File: src/verilog/bmlei_pkg.sv
// Package: constants for the boot mode latch and external interrupt block
`default_nettype none
package bmlei_pkg;
  localparam int BMLEI_NUM_PINS = 4;
  localparam logic [3:0] BMLEI_MODE_RST = 4'h0;
  localparam logic [3:0] BMLEI_MASK_RST = 4'h0;
  localparam logic [3:0] BMLEI_EDGE_RST = 4'h0;
  localparam int BMLEI_SYNC_STAGES = 2;
  localparam logic [1:0] BMLEI_RST_SYNC_RST = 2'h0;
  localparam logic [1:0] BMLEI_PHASE_RST = 2'h0;
  typedef enum logic [1:0] {
    BMLEI_RUN,
    BMLEI_WAIT,
    BMLEI_STOP
  } bmlei_pwr_t;
endpackage
`default_nettype wire

File: src/verilog/bmlei_top.sv
// Boot mode latch, external interrupt request front end and reset sync
`timescale 1ns/1ps
`default_nettype none
module bmlei_top
  import bmlei_pkg::*;
#(
  parameter int NUM_PINS = BMLEI_NUM_PINS
) (
  // Clock and external reset
  input wire logic clk_i,
  input wire logic reset_i,
  // Shared mode select / interrupt request pins, active low as requests
  input wire logic [NUM_PINS-1:0] boot_sel_n_i,
  // Control bits from the core
  input wire logic [NUM_PINS-1:0] irq_mask_i,
  input wire logic [NUM_PINS-1:0] irq_edge_sel_i,
  input wire logic [NUM_PINS-1:0] irq_clear_i,
  input wire logic wait_enter_i,
  input wire logic stop_enter_i,
  // Outputs to the core
  output logic [NUM_PINS-1:0] operating_mode_reg_o,
  output logic [NUM_PINS-1:0] irq_pending_o,
  output logic core_reset_o,
  output logic [1:0] phase_o,
  output logic wake_o,
  output logic in_wait_o,
  output logic in_stop_o
);
  ////////////////////////////////////////////////////////////////////////////
  // Reset release synchroniser; assertion stays asynchronous
  logic [1:0] rst_sync_ff;
  always_ff @(posedge clk_i or posedge reset_i) begin
    if (reset_i) begin
      rst_sync_ff <= BMLEI_RST_SYNC_RST;
    end else begin
      rst_sync_ff <= {rst_sync_ff[0], 1'b1};
    end
  end
  logic run;
  assign run = rst_sync_ff[1];
  assign core_reset_o = ~run;

  // Phase generator held at a fixed phase in reset for lock-step start
  logic [1:0] phase_ff;
  always_ff @(posedge clk_i or posedge reset_i) begin
    if (reset_i) begin
      phase_ff <= BMLEI_PHASE_RST;
    end else if (!run) begin
      phase_ff <= BMLEI_PHASE_RST;
    end else begin
      phase_ff <= phase_ff + 2'h1;
    end
  end
  assign phase_o = phase_ff;

  ////////////////////////////////////////////////////////////////////////////
  // Pin synchronisers; first stage read only by the second
  // No reset on these stages: the pins carry the mode code in reset
  logic [NUM_PINS-1:0] pin_s1_ff;
  logic [NUM_PINS-1:0] pin_s2_ff;
  logic [NUM_PINS-1:0] pin_prev_ff;
  always_ff @(posedge clk_i) begin
    pin_s1_ff <= boot_sel_n_i;
    pin_s2_ff <= pin_s1_ff;
    pin_prev_ff <= pin_s2_ff;
  end

  // Mode is zero in reset, tracks the pins from reset removal until the synchronised release, then freezes;
  // the possibly metastable first reset stage is never read here
  logic [NUM_PINS-1:0] mode_ff;
  always_ff @(posedge clk_i or posedge reset_i) begin
    if (reset_i) begin
      mode_ff <= BMLEI_MODE_RST;
    end else if (!run) begin
      mode_ff <= boot_sel_n_i;
    end
  end
  assign operating_mode_reg_o = mode_ff;

  ////////////////////////////////////////////////////////////////////////////
  // Interrupt requests, only once out of reset
  logic [NUM_PINS-1:0] edge_hit;
  logic [NUM_PINS-1:0] edge_pend_ff;
  logic [NUM_PINS-1:0] req;
  assign edge_hit = pin_prev_ff & ~pin_s2_ff & {NUM_PINS{run}};
  always_ff @(posedge clk_i or posedge reset_i) begin
    if (reset_i) begin
      edge_pend_ff <= BMLEI_EDGE_RST;
    end else begin
      // Set wins over clear
      edge_pend_ff <= (edge_pend_ff & ~irq_clear_i) | (edge_hit & irq_edge_sel_i);
    end
  end
  // Level mode follows the pin; mask gates both kinds; trigger chosen per pin
  logic [NUM_PINS-1:0] level_req;
  assign level_req = ~pin_s2_ff & {NUM_PINS{run}};
  assign req = irq_mask_i & ((irq_edge_sel_i & edge_pend_ff) |
    (~irq_edge_sel_i & level_req));
  assign irq_pending_o = req;

  ////////////////////////////////////////////////////////////////////////////
  // Low-power state tracking and wake-up
  // Wait wins when both enter pulses arrive together
  bmlei_pwr_t pwr_ff;
  logic any_req;
  assign any_req = |req;
  always_ff @(posedge clk_i or posedge reset_i) begin
    if (reset_i) begin
      pwr_ff <= BMLEI_RUN;
    end else begin
      case (pwr_ff)
        BMLEI_RUN: begin
          if (run && wait_enter_i) begin
            pwr_ff <= BMLEI_WAIT;
          end else if (run && stop_enter_i) begin
            pwr_ff <= BMLEI_STOP;
          end
        end
        BMLEI_WAIT: begin
          if (any_req) begin
            pwr_ff <= BMLEI_RUN;
          end
        end
        BMLEI_STOP: begin
          if (any_req) begin
            pwr_ff <= BMLEI_RUN;
          end
        end
        default: begin
          pwr_ff <= BMLEI_RUN;
        end
      endcase
    end
  end
  assign in_wait_o = (pwr_ff == BMLEI_WAIT);
  assign in_stop_o = (pwr_ff == BMLEI_STOP);
  assign wake_o = (pwr_ff != BMLEI_RUN) && any_req;
endmodule
`default_nettype wire

File: config.mk
export PLATFORM = sky130hd
export DESIGN_NAME = bmlei_top
export DESIGN_NICKNAME = d
export VERILOG_FILES = /design/src/verilog/bmlei_pkg.sv /design/src/verilog/bmlei_top.sv
export SDC_FILE = /design/constraint.sdc
export NUM_CORES = 1
export LEC_CHECK = 0
export BUFFER_PORTS_ARGS = -buffer_cell sky130_fd_sc_hd__clkbuf_2
export CAP_MARGIN = 20
export CORE_ASPECT_RATIO = 0.75
export CORE_UTILIZATION = 30
export CTS_BUF_LIST = sky130_fd_sc_hd__clkbuf_8
export CTS_CLUSTER_DIAMETER = 80
export CTS_CLUSTER_SIZE = 28
export DETAILED_ROUTE_END_ITERATION = 16
export PLACE_DENSITY = 0.54
export SETUP_SLACK_MARGIN = 0.05
export SYNTH_ARGS = -nofsm -noshare
export SYNTH_HDL_FRONTEND = slang
export SYNTH_SLANG_ARGS = --single-unit
File: constraint.sdc
create_clock -name clk_i -period 2.4 [get_ports clk_i]
set_clock_uncertainty 0.05 [all_clocks]
set_input_delay 0.12 -clock clk_i [delete_from_list [all_inputs] [get_ports clk_i]]
set_output_delay 0.12 -clock clk_i [all_outputs]
set_load 0.02 [all_outputs]
# Yosys cells after proc, flatten, opt, wreduce, memory -nomap -nowiden
# Index checks and enable logic that the tools add are counted.
# Widths: inputs -> output; s select.
[op_classes]
shifts = 0
n_lt_le_gt_ge = 0
n_bitwise = 14
reduce_logical = 8
div_mod_pow = 0
muxes = 5
n_mul = 0
eq_ne = 4
add_sub_neg = 1
[ops]
columns = ["cell", "n"]
rows = [
  ["$and 4x4->4", 8],
  ["$not 4->4", 3],
  ["$mux 2", 4],
  ["$or 4x4->4", 2],
  ["$pmux 2 s2", 1],
  ["$reduce_or 4->1", 1],
  ["$logic_and 1x1->1", 3],
  ["$ne 3x3->1 const B", 1],
  ["$add 2x1->2 const B", 1],
  ["$eq 2x1->1 const B", 1],
  ["$eq 2x2->1 const B", 1],
  ["$logic_not 2->1", 1],
  ["$ne 2x1->1 const B", 1],
  ["$reduce_and 2->1", 1],
  ["$reduce_bool 2->1", 1],
  ["$reduce_or 2->1", 1],
  ["$not 1->1", 1],
]
[word_totals]
wordCells = 40
inputBits = 20
mem_count = 0
ff_bits = 26
mem_bits_ro = 0
ram_bits = 0
latchBits = 0

# Depth between registers and ports, before layout
[depth]
depth_word = 8
depth_mapped = 7
mapped_depth_nobuf = 5

# Worst setup path before layout
# OpenSTA, ideal clock, no wires.
[synth_timing]
path_kind = "register to register"
from = "reg rst_sync_ff[1]"
to = "reg pwr_ff[1]"
path_stages_with_launch = 7
arrival_time_ns = 1.843
setup_time_ns = 0.126
n_path_buf = 1
path_slack_ns = 0.381
path_cell_list = "dfrtp_1 buf_6 inv_4 o41ai_2 nor4_2 and3_4 a311o_1"
[synth_via]
elab_chain_cells = 7
elab_cells_between_ends = 12
cone_classes = "eq/ne (2); mux (2); bitwise (4); reduce/logical (4)"
[synth_lines]
columns = ["element", "line_no", "text"]
rows = [
  ["start, declared", "bmlei_top.sv:31", "logic [1:0] rst_sync_ff;"],
  ["start signal, assigned", "bmlei_top.sv:36", "rst_sync_ff <= {rst_sync_ff[0], 1'b1};"],
  ["$and 4x4->4", "bmlei_top.sv:96", "assign level_req = ~pin_s2_ff & {NUM_PINS{run}};"],
  ["$and 4x4->4", "bmlei_top.sv:98", "(~irq_edge_sel_i & level_req));"],
  ["$or 4x4->4", "bmlei_top.sv:97", "assign req = irq_mask_i & ((irq_edge_sel_i & edge_pend_ff) |"],
  ["$and 4x4->4", "bmlei_top.sv:97", ""],
  ["net irq_pending_o[3]", "bmlei_top.sv:22", "output logic [NUM_PINS-1:0] irq_pending_o,"],
  ["$reduce_or 4->1", "bmlei_top.sv:106", "assign any_req = |req;"],
  ["$ne 2x1->1 (no line)", "--", ""],
  ["$reduce_and 2->1 (no line)", "--", ""],
  ["end signal, assigned", "bmlei_top.sv:109", "pwr_ff <= BMLEI_RUN;"],
  ["end signal, assigned", "bmlei_top.sv:114", "pwr_ff <= BMLEI_WAIT;"],
  ["end signal, assigned", "bmlei_top.sv:116", "pwr_ff <= BMLEI_STOP;"],
  ["end, declared", "bmlei_top.sv:104", "bmlei_pwr_t pwr_ff;"],
]
# The timed path passes the listed nets, and every way through them passes these cells.
# A chain may end at the register's enable or synchronous reset.

# Worst setup path in the final report
[layout_timing]
from = "reg rst_sync_ff[1]"
to = "out wake_o"
[layout_via]
elab_chain_cells = 6
[layout_lines]
columns = ["element", "line_no", "text"]
rows = [
  ["$and 4x4->4", "bmlei_top.sv:96", ""],
  ["$and 4x4->4", "bmlei_top.sv:98", ""],
  ["$or 4x4->4", "bmlei_top.sv:97", ""],
  ["$and 4x4->4", "bmlei_top.sv:97", ""],
  ["$reduce_or 4->1", "bmlei_top.sv:106", ""],
  ["$logic_and 1x1->1", "bmlei_top.sv:137", "assign wake_o = (pwr_ff != BMLEI_RUN) && any_req;"],
  ["end, declared", "bmlei_top.sv:25", "output logic wake_o,"],
]
# Every way passes these cells.

==> impl_results.md <==
* Status: completed
* Synth Area in Compound Gates at 0.186
* DRT antenna net count at 0
* Clock transition at path regs at about 0.090 ns
* Setup CP Type: flip-flop to output pin
* Core Util, Final at 0.416
* Avg Cell Area, Syn at approximately 13 sq um
* Clock Sink Count at 26
* Die area at ~3700 sq um
* Netlist cell types at 23
* Fin nets at ~150
* Sequential share of the synthesized area at 0.569
* Initial Util at 0.316
* Min Clock Period, post-route at 2.12 ns
* Starting DRT DRC Count at between 40 and 50
* Min-Delay Path Class: input pin to flip-flop
* Unrepaired setup endpoints after global routing: no
* Number of synthesis warnings at 0
* N_diodes at 0
* Final worst-path setup slack at 0.276 ns
* Total power at 1.07 mW
* Xor and xnor area share after synthesis at 0.00843
* R2r endpoint: pwr_ff[1]
* Syn_nets at between 100 and 150
* Crit path buf inv count at 2
* PD cells at 784 nW/um^2
* Post-DP HPWL at roughly 1500 um
* Drt total wl at slightly above 2000 um
* Pleak at 0.674 nW
* GPL Wtd Cong at 0.797
* Clock Path Buffers at 2
* R2r setup slk at 0.40 ns
* FMAX at 471 MHz
* Top Family by Delay on Critical Path: simple AND/OR/NAND/NOR gates
* Vias at roughly 720
* Vias per cell at 4.47
* Period Utilization, post-route at 0.885
* Yosys top cell area share at 0.337
* FILL cells at 319
* Die W at between 60 and 70 um
* Synthesis-stage register bit count at 26
* Drt pass-1 iters at 3
* Max cap viols at 0
* Initial antenna violation count at 0
* Skew-Pair Late Insertion Delay at 0.26 ns
* Adder-Cell Fraction of Synth Area at 0.0361
* Arrival time at the worst endpoint at about 2 ns
* Port Buffers at 33
* Slew Limit Fails at 0
* Most common cell after layout, fill and taps aside: clkbuf_2
* Hold Path Depth at 3
* Remaining Overflow, GRT at 0
* All-Layer GR Usage at 0.122
* Peak VDD IR at 399 uV
* Max transition margin at 0.604
* Largest family of logic cells by synthesized area: compound AO/OA/AOI/OAI gates
* Crit Path Max Fanout at 11
* Setup TNS at 0 ns
* Core Rows at 18
* Syn-to-layout area delta at 31.7%
* Worst Reg-to-Reg Cells at 5
* Worst Hold End: edge_pend_ff[3]
* Synth Area in Simple Gates at 0.0747
* First-pass GRT wire length at 3320 um
* Vias in the first global route at 734
* Top cells by area, synth: dfrtp_1 (34%), dfxtp_1 (23%), o41ai_4 (8.0%)
* Hold wc startpoint: irq_edge_sel_i[3]
* Share of cells above drive strength 1 at 0.402
* Pre-CTS WS at 0.395 ns
* RR Startpoint: rst_sync_ff[1]
* Largest net degree at the start of global routing at 15
* Crit path largest cell delay at 0.58 ns
* Avg WL per Cell at 12.4 um
* CTS tree: built
* Commonest cells after routing, fill and taps aside: clkbuf_2 (33), dfrtp_1 (14), inv_1 (12), dfxtp_1 (12), dlygate4sd3_1 (9)
* Cell count after synthesis at 78
* CTS buffer count at 3
* IO Count at 34
* Hold Vio Cnt, Final at 0
* Die Y at 53.0 um
* Htree depth at 1
* Final setup violation count at 0
* Post-Syn Area at 1040 sq um
* # resized after CTS at 0
* Cell taking the most area after synthesis: dfrtp_1
* Slowest cell on the critical path: nor4_2
* Worst setup SP type: flip-flop
* DRC errors left at 0
* Worst Tran Pin Value at 0.590 ns
* Critical path endpoint category: output pin
* Mux cell area share after synthesis at 0.0434
* Core area at 3290 sq um
* Clock root cell: clkbuf_8
* Critical path, cell by cell: inv_4, o41ai_2, nor4_2, nor2_1, clkbuf_2
* Crit path required time at 2.23 ns
power by group:
part           internal, mW  switching (mW)  leakage, nW  total [mW]
clock network         0.146           0.130       0.0288       0.276
registers             0.477          0.0295        0.277       0.506
logic                 0.119           0.171        0.368       0.291
total                 0.742           0.330        0.674        1.07
logic make-up (layout without fill, tap and decap cells):
family,Yosys count,after routing
flip-flops,26,26
AND/OR/NAND/NOR,15,15
XOR/XNOR,1,1
AO/OA/AOI/OAI,13,13
buffers and inverters,15,59
multiplexers,4,4
adder cells (fa/ha/maj),3,3
other,1,1
Yosys cell counts:
library cell / n
dfrtp_1: 14
conb_1: 1
a311o_1: 1
mux2_2: 4
nand2_1: 6
a211o_1: 1
xnor2_1: 1
buf_6: 1
a22oi_1: 1
a2111oi_4: 1
o41ai_4: 3
inv_4: 1
o41ai_2: 1
and3_4: 1
dfxtp_1: 12
buf_12: 1
nor2_1: 3
o21ai_1: 1
o32ai_1: 4
nor4_2: 1
nand3_1: 4
inv_1: 12
ha_1: 3
tightest hold or removal path: cells and delay by family:
| kind | cells | cell delay (ns) |
|---|---|---|
| AOI/OAI and AO/OA | 1 | 0.06 |
| buffers and inverters | 1 | 0.11 |
| and+or+nand+nor | 1 | 0.06 |
registers in the layout, indices dropped and copies added (netlist names):
name                  flops
rst_sync_ff               2
pin_prev_ff               4
pwr_ff                    2
pin_s1_ff                 4
phase_o                   2
pin_s2_ff                 4
edge_pend_ff              4
operating_mode_reg_o      4
per-stage QoR:
stage,cell area [sq um],instances,hold slack (ns)
finish,1370,162,0.0732
global route,1370,162,0.0816
CTS,1370,162,0.0710
detailed placement,1220,149,0.146
global placement,1220,149,0.128
floorplan,1040,78,-0.0408
worst max-delay path by stage:
| stage | slack (ns) | startpoint | cells past startpoint | endpoint |
|---|---|---|---|---|
| after global placement | 0.46 | rst_sync_ff[1] | 5 | pwr_ff[1] |
| after floorplan | 0.38 | rst_sync_ff[1] | 6 | pwr_ff[1] |
| after detailed placement | 0.40 | rst_sync_ff[1] | 5 | pwr_ff[1] |
| after CTS | 0.25 | rst_sync_ff[1] | 5 | wake_o |
| after global routing | 0.14 | rst_sync_ff[1] | 5 | wake_o |
| final | 0.28 | rst_sync_ff[1] | 5 | wake_o |
what timing repair did:
action	4_1_cts	5_1_grt
buffers inserted	0	0
hold endpoints to repair	22	0
hold buffers	9	0
final cells by class:
type                       count  area, sq um  area share
clock buffer                   4         55.1      0.0403
timing repair buffer          42          255       0.187
sequential                    26          591       0.432
tap                           40         50.0      0.0366
multi-input combinational     37          365       0.267
inverter                      13         51.3      0.0375
layer usage:
metal	wire length (um)	GRT usage	part of all wire	vias up
li1	-	-	-	355
met2	984	0.212	0.49	18
met5	0	0	0	-
met3	111	0.0514	0.055	2
met4	8	0.0300	0.0040	0
met1	906	0.141	0.45	349
No activity file was read; power rests on OpenSTA's default activity.
